**config.mk**
```make
export PLATFORM = sky130hd
export DESIGN_NAME = pcie_link_status
export DESIGN_NICKNAME = d
export VERILOG_FILES = /design/src/include/link_status_pkg.sv /design/src/design/ahb_word_slave.sv /design/src/design/pcie_link_status.sv
export SDC_FILE = /design/constraint.sdc
export NUM_CORES = 1
export LEC_CHECK = 0
export BUFFER_PORTS_ARGS = -buffer_cell sky130_fd_sc_hd__buf_4
export CELL_PAD_IN_SITES_DETAIL_PLACEMENT = 0
export CELL_PAD_IN_SITES_GLOBAL_PLACEMENT = 1
export CORE_UTILIZATION = 43
export DETAILED_ROUTE_END_ITERATION = 7
export GPL_TIMING_DRIVEN = 0
export PLACE_DENSITY = 0.83
export SETUP_SLACK_MARGIN = 0.1
export SYNTH_ARGS = -nofsm -noshare
export SYNTH_HDL_FRONTEND = slang
export SYNTH_HIERARCHICAL = 1
export SYNTH_SLANG_ARGS = --single-unit
```
**constraint.sdc**
```tcl
create_clock -name hclk -period 7 [get_ports hclk]
set_clock_uncertainty 0.15 [all_clocks]
set_input_delay 2.1 -clock hclk [delete_from_list [all_inputs] [get_ports hclk]]
set_output_delay 2.1 -clock hclk [all_outputs]
set_load 0.02 [all_outputs]
```
**src/include/link_status_pkg.sv**
```systemverilog
// shared constants for the link status block
package link_status_pkg;
  // register byte addresses
  localparam int ADDR_W = 12;
  localparam logic [11:0] ADDR_STATUS = 12'h000;
  localparam logic [11:0] ADDR_CONTROL = 12'h004;
  localparam logic [11:0] ADDR_DOWN_COUNT = 12'h008;
  // status register field positions
  localparam int ST_DOWN_BIT = 0;
  localparam int ST_STATE_LSB = 1;
  localparam int ST_WIDTH_LSB = 4;
  localparam int ST_SPEED_LSB = 8;
  // control register fields
  localparam int CTL_CLR_BIT = 0;
  // reset values
  localparam logic RST_LINK_DOWN = 1'b0;
  localparam logic [1:0] RST_STATE = 2'h0;
  localparam logic [3:0] RST_WIDTH = 4'h0;
  localparam logic [2:0] RST_SPEED = 3'h0;
  localparam logic [31:0] RST_RDATA = 32'h0000_0000;
  // link state codes
  localparam logic [1:0] ST_NO_RX = 2'h0;
  localparam logic [1:0] ST_TRAINING = 2'h1;
  localparam logic [1:0] ST_DL_INIT = 2'h2;
  localparam logic [1:0] ST_DL_DONE = 2'h3;
  // speed field values and output codes
  localparam logic [1:0] SPD_FIELD_2G5 = 2'h1;
  localparam logic [1:0] SPD_FIELD_5G0 = 2'h2;
  localparam logic [1:0] SPD_FIELD_8G0 = 2'h3;
  localparam logic [2:0] SPD_2G5 = 3'h1;
  localparam logic [2:0] SPD_5G0 = 3'h2;
  localparam logic [2:0] SPD_8G0 = 3'h4;
  localparam logic [2:0] SPD_NONE = 3'h0;
  // ahb-lite encodings
  localparam logic HRESP_OKAY = 1'b0;
  localparam int HTRANS_ACT_BIT = 1;
  localparam logic [2:0] HSIZE_WORD = 3'h2;
  // down event counter
  localparam int DOWN_CNT_W = 16;
endpackage

```
**src/design/ahb_word_slave.sv**
```systemverilog
// ahb-lite slave front end: zero wait state single word access
`timescale 1ns/1ps
`default_nettype none
module ahb_word_slave (
  // clock and reset
  input wire logic hclk,
  input wire logic hresetn,
  // ahb-lite slave side
  input wire logic hsel,
  input wire logic [31:0] haddr,
  input wire logic [1:0] htrans,
  input wire logic hwrite,
  input wire logic [2:0] hsize,
  input wire logic hready,
  input wire logic [31:0] hwdata,
  output logic [31:0] hrdata,
  output logic hreadyout,
  output logic hresp,
  // register file side
  output logic [11:0] rd_addr,
  input wire logic [31:0] rd_data,
  output logic wr_en,
  output logic [11:0] wr_addr,
  output logic [31:0] wr_data
);
  logic take;
  logic wr_pend;
  logic [11:0] wr_addr_q;
  logic next_wr_pend;
  logic [11:0] next_wr_addr;
  logic [31:0] next_hrdata;

  // address phase accepted
  assign take = hsel && htrans[link_status_pkg::HTRANS_ACT_BIT] && hready;
  assign rd_addr = haddr[11:0];
  assign wr_en = wr_pend;
  assign wr_addr = wr_addr_q;
  assign wr_data = hwdata;

  always_comb begin
    next_wr_pend = take && hwrite && (hsize == link_status_pkg::HSIZE_WORD);
    next_wr_addr = take ? haddr[11:0] : wr_addr_q;
    next_hrdata = (take && !hwrite) ? rd_data : hrdata;
  end

  always_ff @(posedge hclk or negedge hresetn) begin
    if (!hresetn) begin
      wr_pend <= 1'b0;
      wr_addr_q <= 12'h000;
      hrdata <= link_status_pkg::RST_RDATA;
      hreadyout <= 1'b1;
      hresp <= link_status_pkg::HRESP_OKAY;
    end else begin
      wr_pend <= next_wr_pend;
      wr_addr_q <= next_wr_addr;
      hrdata <= next_hrdata;
      hreadyout <= 1'b1;
      hresp <= link_status_pkg::HRESP_OKAY;
    end
  end
endmodule
`default_nettype wire

```
**src/design/pcie_link_status.sv**
```systemverilog
// link status outputs with ahb-lite register view
`timescale 1ns/1ps
`default_nettype none
module pcie_link_status #(
  parameter int WIDTH_W = 4,
  parameter int CNT_W = link_status_pkg::DOWN_CNT_W
) (
  // clock and reset
  input wire logic hclk,
  input wire logic hresetn,
  // ahb-lite register bus
  input wire logic hsel,
  input wire logic [31:0] haddr,
  input wire logic [1:0] htrans,
  input wire logic hwrite,
  input wire logic [2:0] hsize,
  input wire logic hready,
  input wire logic [31:0] hwdata,
  output logic [31:0] hrdata,
  output logic hreadyout,
  output logic hresp,
  // physical and data link layer status
  input wire logic phy_rx_detected,
  input wire logic phy_link_up,
  input wire logic dl_init_done,
  input wire logic [WIDTH_W-1:0] lnk_neg_width,
  input wire logic [1:0] lnk_speed_field,
  // status outputs to user logic
  output logic link_down,
  output logic [1:0] link_state,
  output logic [WIDTH_W-1:0] negotiated_width,
  output logic [2:0] current_speed
);
  logic [11:0] rd_addr;
  logic [31:0] rd_data;
  logic wr_en;
  logic [11:0] wr_addr;
  logic [31:0] wr_data;
  logic link_was_up;
  logic [CNT_W-1:0] down_count;
  logic next_link_down;
  logic [1:0] next_link_state;
  logic [WIDTH_W-1:0] next_width;
  logic [2:0] next_speed;
  logic next_link_was_up;
  logic [CNT_W-1:0] next_down_count;
  logic down_event;
  logic clear_req;

  // link state decode
  function automatic logic [1:0] state_code(input logic rx, input logic up, input logic dl);
    logic [1:0] c;
    c = link_status_pkg::ST_NO_RX;
    if (up) begin
      c = dl ? link_status_pkg::ST_DL_DONE : link_status_pkg::ST_DL_INIT;
    end else if (rx) begin
      c = link_status_pkg::ST_TRAINING;
    end
    return c;
  endfunction

  // speed bits to one-hot rate code
  function automatic logic [2:0] speed_code(input logic [1:0] f);
    logic [2:0] c;
    unique case (f)
      link_status_pkg::SPD_FIELD_2G5: c = link_status_pkg::SPD_2G5;
      link_status_pkg::SPD_FIELD_5G0: c = link_status_pkg::SPD_5G0;
      link_status_pkg::SPD_FIELD_8G0: c = link_status_pkg::SPD_8G0;
      default: c = link_status_pkg::SPD_NONE;
    endcase
    return c;
  endfunction

  ahb_word_slave u_slave (
    .hclk(hclk),
    .hresetn(hresetn),
    .hsel(hsel),
    .haddr(haddr),
    .htrans(htrans),
    .hwrite(hwrite),
    .hsize(hsize),
    .hready(hready),
    .hwdata(hwdata),
    .hrdata(hrdata),
    .hreadyout(hreadyout),
    .hresp(hresp),
    .rd_addr(rd_addr),
    .rd_data(rd_data),
    .wr_en(wr_en),
    .wr_addr(wr_addr),
    .wr_data(wr_data)
  );

  // status outputs
  always_comb begin
    next_link_down = !phy_link_up;
    next_link_state = state_code(phy_rx_detected, phy_link_up, dl_init_done);
    next_width = lnk_neg_width;
    next_speed = speed_code(lnk_speed_field);
  end

  always_ff @(posedge hclk or negedge hresetn) begin
    if (!hresetn) begin
      link_down <= link_status_pkg::RST_LINK_DOWN;
      link_state <= link_status_pkg::RST_STATE;
      negotiated_width <= WIDTH_W'(link_status_pkg::RST_WIDTH);
      current_speed <= link_status_pkg::RST_SPEED;
    end else begin
      link_down <= next_link_down;
      link_state <= next_link_state;
      negotiated_width <= next_width;
      current_speed <= next_speed;
    end
  end

  // link loss counter, cleared from control register
  assign clear_req = wr_en && (wr_addr == link_status_pkg::ADDR_CONTROL) && wr_data[link_status_pkg::CTL_CLR_BIT];
  assign down_event = link_was_up && !phy_link_up;

  always_comb begin
    next_link_was_up = phy_link_up;
    next_down_count = clear_req ? '0 : down_count;
    if (down_event && (next_down_count != '1)) begin
      next_down_count = next_down_count + CNT_W'(1);
    end
  end

  always_ff @(posedge hclk or negedge hresetn) begin
    if (!hresetn) begin
      link_was_up <= 1'b0;
      down_count <= '0;
    end else begin
      link_was_up <= next_link_was_up;
      down_count <= next_down_count;
    end
  end

  // register read mux, unmapped reads give zero
  always_comb begin
    rd_data = 32'h0000_0000;
    unique case (rd_addr)
      link_status_pkg::ADDR_STATUS: begin
        rd_data[link_status_pkg::ST_DOWN_BIT] = link_down;
        rd_data[link_status_pkg::ST_STATE_LSB +: 2] = link_state;
        rd_data[link_status_pkg::ST_WIDTH_LSB +: WIDTH_W] = negotiated_width;
        rd_data[link_status_pkg::ST_SPEED_LSB +: 3] = current_speed;
      end
      link_status_pkg::ADDR_DOWN_COUNT: begin
        rd_data[CNT_W-1:0] = down_count;
      end
      default: begin
        rd_data = 32'h0000_0000;
      end
    endcase
  end

  // checks
  AST_DOWN_WHEN_LINK_LOST: assert property (@(posedge hclk) disable iff (!hresetn)
    hresetn && !phy_link_up |=> link_down)
    else $error("link down flag not set after link loss");

  AST_UP_CLEARS_DOWN: assert property (@(posedge hclk) disable iff (!hresetn)
    phy_link_up [*2] |-> ##1 !link_down [*1])
    else $error("link down flag set while link is up");

  AST_LOW_IN_RESET: assert property (@(posedge hclk)
    !hresetn |-> !link_down)
    else $error("link down flag high during reset");

  AST_STATE_DONE: assert property (@(posedge hclk) disable iff (!hresetn)
    hresetn && (phy_link_up && dl_init_done) |=> (link_state == 2'h3))
    else $error("state code not 11 with dl init complete");

  AST_STATE_DL_INIT: assert property (@(posedge hclk) disable iff (!hresetn)
    hresetn && (phy_link_up && !dl_init_done) |=> (link_state == 2'h2))
    else $error("state code not 10 with dl init running");

  AST_STATE_NO_RX: assert property (@(posedge hclk) disable iff (!hresetn)
    hresetn && (!phy_link_up && !phy_rx_detected) |=> (link_state == 2'h0))
    else $error("state code not 00 without receivers");

  AST_STATE_MATCHES_DOWN: assert property (@(posedge hclk) disable iff (!hresetn)
    $past(hresetn) |-> (link_state[1] == !link_down))
    else $error("state code disagrees with link down flag");

  AST_STATE_TRAINING: assert property (@(posedge hclk) disable iff (!hresetn)
    hresetn && (!phy_link_up && phy_rx_detected) |=> (link_state == 2'h1))
    else $error("state code not 01 while training");

  AST_WIDTH_FOLLOWS: assert property (@(posedge hclk) disable iff (!hresetn)
    $past(hresetn) |-> (negotiated_width == $past(lnk_neg_width)))
    else $error("negotiated width does not follow field");

  AST_SPEED_8G: assert property (@(posedge hclk) disable iff (!hresetn)
    hresetn && (lnk_speed_field == 2'h3) |=> (current_speed == 3'h4))
    else $error("8.0 GT/s not coded as 100");

  AST_SPEED_5G: assert property (@(posedge hclk) disable iff (!hresetn)
    hresetn && (lnk_speed_field == 2'h2) |=> (current_speed == 3'h2))
    else $error("5.0 GT/s not coded as 010");

  AST_SPEED_ONEHOT: assert property (@(posedge hclk) disable iff (!hresetn)
    hresetn && (lnk_speed_field == 2'h1) |=> (current_speed == 3'h1) && $onehot0(current_speed))
    else $error("speed code malformed");

  AST_COUNT_CLEAR: assert property (@(posedge hclk) disable iff (!hresetn)
    hresetn && (clear_req && !down_event) |=> (down_count == '0))
    else $error("link loss counter not cleared");

  AST_COUNT_SET_WINS: assert property (@(posedge hclk) disable iff (!hresetn)
    hresetn && (clear_req && down_event) |=> (down_count == CNT_W'(1)))
    else $error("link loss lost against a clear");

  COV_LINK_READY: cover property (@(posedge hclk) disable iff (!hresetn)
    (link_state == 2'h2) ##[1:20] (link_state == 2'h3));

  COV_LINK_LOSS: cover property (@(posedge hclk) disable iff (!hresetn)
    (link_state == 2'h3) ##1 link_down);

  COV_CLEAR_WITH_EVENT: cover property (@(posedge hclk) disable iff (!hresetn)
    clear_req && down_event);
endmodule
`default_nettype wire

```
Word level (Yosys, flattened, before mapping)
Index checks and enable logic that the tools add are counted.
- register bits after elaboration: 56
- output and inout port bits: 44
- word-level logic and storage cells: 39
- add/subtract/negate cells: 1
- equality and inequality tests: 7
- muxes and demuxes: 10
- reductions and logical operators: 12
- operators with widths (cell ; number):
    2-to-1 mux 16 bit ; 2
    adder 16 x 1 -> 16 bit (second input constant) ; 1
    inequality test 16 bit (second input constant) ; 1
    case mux 7 bit (2 select lines) ; 1
    == test 12 x 3 -> 1 bit (second input constant) ; 1
    == test 12 x 4 -> 1 bit (second input constant) ; 1
    zero test 12 bit ; 1
    logical AND 1 bit ; 9
    case mux 3 bit (3 select lines) ; 1
    case mux 3 bit (2 select lines) ; 1
    2-to-1 mux 5 bit ; 1
    == test 2 bit (second input constant) ; 2
    == test 3 x 2 -> 1 bit (second input constant) ; 1
    2-to-1 mux 1 bit ; 3
    == test 2 x 1 -> 1 bit (second input constant) ; 1
    zero test 1 bit ; 2
    2-to-1 mux 2 bit ; 1

Logic depth before layout (Yosys ltp)
Gate-level depths: netlist of the first run.
- depth in word-level cells: 7
- depth in mapped cells: 13

By module
The synthesis of the first run kept the hierarchy.
- modules (own cells, without submodules) (module ; times used ; cells an instance ; area each (µm²) ; sequential area each (µm²)):
    ahb_word_slave ; 1 ; 145 ; 2180.8 ; 1126.1
    pcie_link_status ; 1 ; 167 ; 1575.3 ; 650.6

Worst setup path before layout of the first run
No wires, ideal clock.
- kind: input port to flip-flop
- start point: input hwdata[0]
- end point: register down_count[7]
- arrival time: 4060 ps
- required time: 6710 ps
- path slack: 2651 ps
- stages: 13
- cell sequence: buf_4 nor4b_1 nand4_1 clkbuf_1 nand2_1 inv_1 ha_1 clkbuf_8 nand4_1 nor4_2 buf_2 o311ai_0 o41ai_1
- cells in the longest elaborated chain, start to end: 5
- elaborated cells on any way between the ends: 6
- classes of those cells: add/sub: 1; eq/ne: 1; mux: 2; reduce/logical: 2
- RTL lines (item ; line ; RTL):
    start, declared ; pcie_link_status.sv:18 ; input wire logic [31:0] hwdata,
    logical AND 1 bit (*) ; pcie_link_status.sv:117 ; assign clear_req = wr_en && (wr_addr == link_status_pkg::ADDR_CONTROL) && wr_data[link_status_pkg::CTL_CLR_BIT ...
    2-to-1 mux 16 bit (*) ; pcie_link_status.sv:122 ; next_down_count = clear_req ? '0 : down_count;
    parallel branches: the longest is 2 deep, another holds adder 16 x 1 -> 16 bit ; -- ;
    2-to-1 mux 16 bit (*) ; pcie_link_status.sv:123 ; if (down_event && (next_down_count != '1)) begin
    via next_down_count[7] ; pcie_link_status.sv:46 ; logic [CNT_W-1:0] next_down_count;
    end signal, assigned ; pcie_link_status.sv:134 ; down_count <= next_down_count;
    end, declared ; pcie_link_status.sv:40 ; logic [CNT_W-1:0] down_count;
Mark *: on every way through the listed nets, which the timed path passes.
A chain may end at the register's enable or synchronous reset.

Worst setup path in the final report of the first run
Ends and elaborated chain as after synthesis.

==> results of run 1 <==
==> layout make-up <==
cell class	count	area (um^2)
multi-input cells	191	1560
well taps	102	128
clock buffers	12	145
fillers	706	3380
flip-flops and latches	71	1780
plain buffers	29	229
repair buffers	71	533
inverters	5	18.8
clock inverters	3	43.8
==> metrics by stage <==
stage	util (%)	hold slack [ns]	cell area [um^2]
after floorplan	-	0.321	3580
after global placement	54.3	0.335	4240
after detailed placement	54.3	0.342	4240
after CTS	56.7	0.359	4430
after global routing	56.7	0.373	4430
final	56.7	0.354	4430
==> how the worst max path moves through the flow <==
| stage | end | slack (ns) | depth (start not counted) |
|---|---|---|---|
| final | down_count[7] | 2.50 | 13 |
| after global routing | down_count[0] | 2.37 | 13 |
| after CTS | down_count[7] | 2.53 | 13 |
| after detailed placement | down_count[7] | 2.19 | 13 |
| after global placement | down_count[7] | 2.18 | 13 |
| after floorplan | down_count[7] | 2.65 | 13 |
==> state kept, by name, summed over array words and instances, names as in the netlist <==
name              cells
negotiated_width      4
u_slave/wr_addr      12
down_count           16
link_state            2
link_down             1
u_slave/hrdata       32
u_slave/wr_en         1
current_speed         3
==> power by group <==
group / internal [mW] / switching [mW] / leakage, nW
combinational: 0.109 / 0.0977 / 1.27
clock: 0.173 / 0.145 / 0.0964
sequential: 0.458 / 0.0332 / 0.904
==> critical path, delay by kind of cell <==
kind	cells	cell delay, ns
and+or+nand+nor	5	0.95
buffers and inverters	5	0.83
adders and majority gates	1	0.19
AOI/OAI and AO/OA	2	0.48
==> cells in the final DEF (no fill, tap or decap), types with 2 or more instances in the layout <==
cell      instances
a21oi_1           7
and2_1            2
and3_1            8
and4_1            3
buf_4            88
buf_6             6
clkbuf_1          6
clkbuf_8         11
conb_1           18
dfrtp_1          71
inv_1             5
mux2_2           15
mux2_4           30
mux2i_1          11
nand2_1          13
nand2b_1          3
nand3_1           9
nand4_1           7
nor2_1           13
nor2b_1           3
nor4_1            5
nor4_2            2
nor4b_1           3
o21ai_0           8
o31ai_1           2
or3_1             6
or4_1             3
==> metal layers <==
layer	track usage, %	wire length (um)
met5	0	0
met4	7.16	110
met3	3.28	311
met2	29.9	3510
met1	25.7	3520
==> impl_summary.md, run 1 <==
Floorplan
The core box area is 7810 um^2. During I/O placement, the number of pins put on the boundary was between 100 and 150. The initial utilization of the core area, before any placement, comes to a little under half.

The die is just over 90 um wide. After floorplanning, the core was divided into 32 placement rows. The die is around 93 um tall. The floorplan step defined a die boundary enclosing about 8600 um^2.

STA
The maximum frequency from static timing analysis is approximately 220 MHz. Setup violations remaining at the end of the flow were counted as 0. Setup repair after global routing left no endpoint under its margin.

The total count of max-transition violations in the final report is 0. The final critical delay including setup and external delays is about 4.5 ns. The worst slew margin relative to its limit is about two fifths. The final-report hold violation count is 0. At the pin with the least slew margin, the transition time is 0.889 ns. The final setup TNS is 0 ns.

The setup slack of the critical path after layout is about 2.5 ns. The final period utilization is around 64%.

Detailed routing
After detailed routing, the number of vias per cell comes to between 5 and 6. The number of optimization iterations in the first detailed-route pass is 4. The detail route stage leaves a number of antenna-violating nets equal to 0. The detailed router placed around 2,400 vias in this run.

For this block, the routed nets add up to roughly 7.5 mm of wire. The total DRC errors in the routed layout is 0. In the final routed layout, each cell accounts on average for approximately 15 um. For this block, the initial DRC count from the detailed router was roughly 90.

Setup path
Traced cell by cell, the critical path runs through buf_4 -> nor4b_1 -> nand4_1 -> clkbuf_1 -> nand2_1 -> inv_1 -> ha_1 -> clkbuf_8 -> nand4_1 -> nor4_2 -> buf_2 -> o311ai_0 -> o41ai_1. The kind of launch point of the worst setup path is an input port. The most frequent cell on the critical path is nand4_1. The arrival time at the worst endpoint is 4.55 ns. The delay of the slowest cell on the worst path is 0.36 ns. Of all nets on the critical path, the largest fanout is 10. The startpoint of the worst setup timing path is hwdata[0]. The worst setup path is captured at a flip-flop.

The worst register-to-register path has a depth of 12. The worst setup path is of the input port to flip-flop kind. The required arrival time at the worst endpoint is 7.06 ns.

For flop-to-flop paths, the worst setup slack is 3.79 ns. The reg-to-reg critical path endpoint is down_count[7]. The launch instance of the worst register-to-register path is u_slave/wr_addr[8].

The critical-path cell with the highest stage delay is clkbuf_1.

Synth
The post-synthesis area per instance is 12.5 um^2. The cell area after synthesis is between 3000 and 4000 um^2. After technology mapping, the gate count stands at 281. For this run, the number of Yosys warnings is 6.

Final layout
0 antenna diodes ended up in the layout. The net count reported at finish is 462. The number of non-filler instances in the completed layout is about 480. Compared with the post-synthesis result, the final layout area differs by 25.7%. In the final layout, the share of cells above drive strength 1 is 42.9%.

Min path
The worst hold path begins at u_slave/wr_addr[2]. The depth of the worst hold-timing path is 1. The capture endpoint of the worst hold path is u_slave/wr_addr[2].

The worst min-delay path class is flip-flop to flip-flop.

Place
The post-placement worst setup slack is ~2.2 ns. Buffers placed on the I/O ports in this run total between 70 and 80. The final weighted congestion in routability-driven placement is approximately 0.82. The cell count after placement is 469. After legalization and detailed placement, the total HPWL measured 5.58 mm.

Clock tree
TritonCTS built the clock tree. TritonCTS created 9 clock buffers. Clock latency on the worst-skew pair, taken at its later pin, is around 0.34 ns. The buffer levels on the longest clock path is 2. The post-CTS setup buffer count is 0. The H-tree was split into 3 levels.

Once the clock tree was built, the resizer swapped 0 gates to a different size. The count of hold-fix buffers inserted at cts is 0. Clock-pin slew was measured on the worst setup and hold paths at around 0.07 ns.

Counting every sink on the clock net gives 71. The root buffer selected by CTS is clkbuf_8.

Global routing
Entering global routing, the biggest net connects 72 pins. The first global-routing pass estimated approximately 12 mm of wire. Across every metal layer, demand over resource in global routing totals 18.9%. The overflow left after global routing is 0. The number of global-route vias before repair is about 2,400. The number of antenna violations at the first check in global routing is 0.

Status
The flow ran to the end, and the final reports show no timing, DRC or antenna violations.

Power and ir drop
The worst-case IR drop observed on VDD is around 0.11 mV. The design draws around 1.0 mW. Power spread over the standard cell area amounts to approximately 230 nW/um^2. The static leakage is roughly 2.3 nW.

Job
Across the run, the number of max-cap violations was 0.
(Power assumes the default switching activity.)
==> inputs of run 2 (changes only) <==
--- a/config.mk
+++ b/config.mk
@@ -8,10 +8,10 @@
 export BUFFER_PORTS_ARGS = -buffer_cell sky130_fd_sc_hd__buf_4
 export CELL_PAD_IN_SITES_DETAIL_PLACEMENT = 0
 export CELL_PAD_IN_SITES_GLOBAL_PLACEMENT = 1
-export CORE_UTILIZATION = 43
+export CORE_UTILIZATION = 36
 export DETAILED_ROUTE_END_ITERATION = 7
 export GPL_TIMING_DRIVEN = 0
-export PLACE_DENSITY = 0.83
+export PLACE_DENSITY = 0.74
 export SETUP_SLACK_MARGIN = 0.1
 export SYNTH_ARGS = -nofsm -noshare
 export SYNTH_HDL_FRONTEND = slang
==> constraint.sdc (replaced) <==
create_clock -name hclk -period 3.9 [get_ports hclk]
set_clock_uncertainty 0.15 [all_clocks]
set_input_delay 1.17 -clock hclk [delete_from_list [all_inputs] [get_ports hclk]]
set_output_delay 1.17 -clock hclk [all_outputs]
set_load 0.02 [all_outputs]
==> run 2 against run 1 <==
  * Global-route usage down 2.9 points
  * Core utilization fell by 9.2 points
  * Register-to-register slack got worse by 3.1 ns
  * Die area up 19%
  * First-iteration DRC count up 4.3%
  * Critical path depth unchanged
  * Cell count rose by 5.4%
  * Via count fell by 0.74%
  * Sequential power increased by 79%
  * Worst setup slack got worse by 2.2 ns
  * Sequential share of layout area decreased by 0.25 points
  * Critical path type unchanged
  * Largest power group unchanged
  * Highest routed layer unchanged
==> impl_summary.md, run 2 (synthesized netlist as in run 1, its figures left out) <==
Global routing
The first-pass GRT wire length was 12.2 mm (-0.62%). The pin count of the biggest net entering global routing is 72 (unchanged). The all-layer global routing usage is 15.9% (-2.9 points). The number of global-route vias before repair is 2,406 (+0.97%). The overflow left after global routing is 0 (unchanged). The number of antenna violations at the first check in global routing is 0 (unchanged).

Detailed routing
The detail-routed net length per standard cell was 14.4 um (-6.9%). The first-iteration detailed-routing DRC count is 96 (+4.3%). The detailed-route wire length was 7.32 mm (-1.9%). The number of optimization iterations in the first detailed-route pass is 4 (unchanged). The number of nets with antenna violations after detailed routing came to 0 (unchanged). The overall via count from detail_route is 2,417 (-0.74%). The total DRC errors in the routed layout is 0 (unchanged).

The number of vias per cell after detailed routing is 4.74 (-5.8%).

Floorplan
The total die area came to 10,200 um^2 (+19%). The placement row count was 35 (+9.4%). The core box area came to 9370 um^2 (+20%). The starting utilization of the core area is 37.6% (-7.5 points).

The number of I/O pins was 127 (unchanged). The height of the die is 101 um (+9.1%). The x dimension of the die is 101 um (+9.1%).

Final layout
In the layout the commonest cells are 88 x buf_4, 71 x dfrtp_1, 30 x mux2_4, 18 x conb_1, 15 x mux2_2. The net count reported at finish is 462 (unchanged). The flip-flop count of the largest register after layout came to 32 (unchanged). The number of non-filler instances in the completed layout is 510 (+5.4%). The leading cell type in the layout, fill and taps excluded is buf_4.

The register with the most flip-flops in the final layout is u_slave/hrdata. The share of layout cells above drive strength 1 was 43.0% (+0.11 points). The area overhead of the layout relative to synthesis is 26.5%.

The final antenna diode count was 0 (unchanged).

Setup path
STA classifies the critical path startpoint as an input port. The slowest stage of the critical path belongs to the cell nand4_1. On the critical path the largest part of the delay comes from simple AND/OR/NAND/NOR gates. The required arrival time at the worst endpoint was 3.96 ns (-3.10 ns).

The arrival time at the worst endpoint is 3.64 ns (-0.91 ns). The delay of the slowest cell on the worst path is 0.34 ns (-0.02 ns). The count of buffering cells on the critical path with inverters included was 5 (unchanged). The highest fanout seen on the critical path is 10 (unchanged). Traced cell by cell, the critical path runs through buf_4 -> nor4b_1 -> nand4_1 -> clkbuf_1 -> nand2_1 -> inv_1 -> ha_1 -> clkbuf_8 -> nand4_1 -> nor4_2 -> buf_2 -> o311ai_0 -> o41ai_1. The most frequent cell on the critical path is nand4_1. The worst setup path is of the input port to flip-flop kind. The worst setup path is captured at a flip-flop.

STA
The final number of setup-violating endpoints is 0 (unchanged). The total count of max-transition violations in the final report is 0 (unchanged). The transition time at the pin with the least slew margin came to 0.874 ns (-0.0153 ns). Static timing analysis puts the maximum clock frequency at between 200 and 300 MHz. The final critical path takes up between 90% and 100% of the cycle.

Setup repair after global routing left no endpoint under its margin. The worst slew margin relative to its limit was 41.8% (+1.0 points). Subtracting the final worst setup slack from the clock period gives between 3 and 4 ns. The final-report hold violation count is 0 (unchanged).

Clock tree
The post-CTS setup buffer count is 0 (unchanged). The clock latency of the later-clocked register in the worst-skew pair is 0.34 ns (about the same). The number of clock sinks came to 71 (unchanged). The total clock buffers created by CTS came to 9 (unchanged). The post-cts sizing count came to 0 (unchanged). The CTS tree is built. The buffer levels on the longest clock path is 2 (unchanged). The count of hold-fix buffers inserted at cts was 0 (unchanged). The H-tree level count was 3 (unchanged). In this run the clock root is driven by a clkbuf_8.

The clock edge transition at the registers on the reported setup and hold paths is 0.07 ns (about the same).

Power and ir drop
The power per cell area is 401 nW/um^2 (+75%). The overall power consumption is 1.79 mW (+76%). The static leakage is 2.27 nW (about the same). The worst-case vdd ir drop is 0.217 mV (+100%).

Job
The count of max-cap constraint violations is 0 (unchanged).

Place
The cell count after placement is 496 (+5.8%). The port buffer count was 71 (unchanged). The final weighted congestion in routability-driven placement is 0.782 (-4.3%). The detailed-placement wirelength estimate is 5.32 mm (-4.6%).

Status
The flow ran to the end, and the final reports show no timing, DRC or antenna violations.

Min path
In this run the worst hold path is classified as flip-flop to flip-flop.
[run 2: changes by cell type in the layout (fill, tap and decap cells not counted)]
cell,delta
bufinv_16,-1
clkbuf_1,-1
clkinv_2,-1
clkinv_4,-1
clkbuf_8,+3
[run 2: metrics by stage]
stage	util [%]	setup slack, ns	hold WS, ns	cell area [um^2]	TNS [ns]
2_1_floorplan	-	0.481	0.321	3580	0
3_5_place_dp	45.6	-0.0365	0.345	4270	-0.0365
4_1_cts	47.6	0.323	0.362	4460	0
3_3_place_gp	45.6	-0.0129	0.339	4270	-0.0129
6_report	47.6	0.321	0.356	4460	0
5_1_grt	47.6	0.178	0.376	4460	0
[run 2: final timing paths]
kind / from / endpoint / slack, ns / cells past startpoint
worst max-delay path: hwdata[0] / down_count[7] / 0.32 / 13
worst max register to register: u_slave/wr_addr[8] / down_count[7] / 0.68 / 12
worst min register to register: u_slave/wr_addr[10] / u_slave/wr_addr[10] / 0.36 / 1
worst min-delay path: u_slave/wr_addr[10] / u_slave/wr_addr[10] / 0.36 / 1
max in group asynchronous: hresetn / link_down / 2.24 / 1
min in group asynchronous: hresetn / u_slave/hrdata[30] / 0.78 / 1
[run 2: final cells by class]
| type | instances | area [um^2] |
|---|---|---|
| clock buffers | 14 | 183 |
| repair buffers | 71 | 533 |
| fillers | 875 | 4910 |
| multi-input cells | 191 | 1560 |
| flip-flops and latches | 71 | 1780 |
| inverters | 5 | 18.8 |
| plain buffers | 29 | 229 |
| well taps | 129 | 161 |
[run 2: power breakdown]
part	total, mW	internal, mW	leakage (nW)	switching, mW
clock	0.540	0.294	0.0946	0.246
combinational	0.367	0.194	1.27	0.173
sequential	0.879	0.823	0.904	0.0558
[run 2: layer usage]
layer / global-route usage [%] / vias to the layer above / wire length (um)
met1: 21.0 / 1145 / 3470
met2: 24.4 / 84 / 3240
met4: 5.80 / 0 / 112
met3: 5.20 / 11 / 499
met5: 0 / - / 0
li1: - / 1177 / -
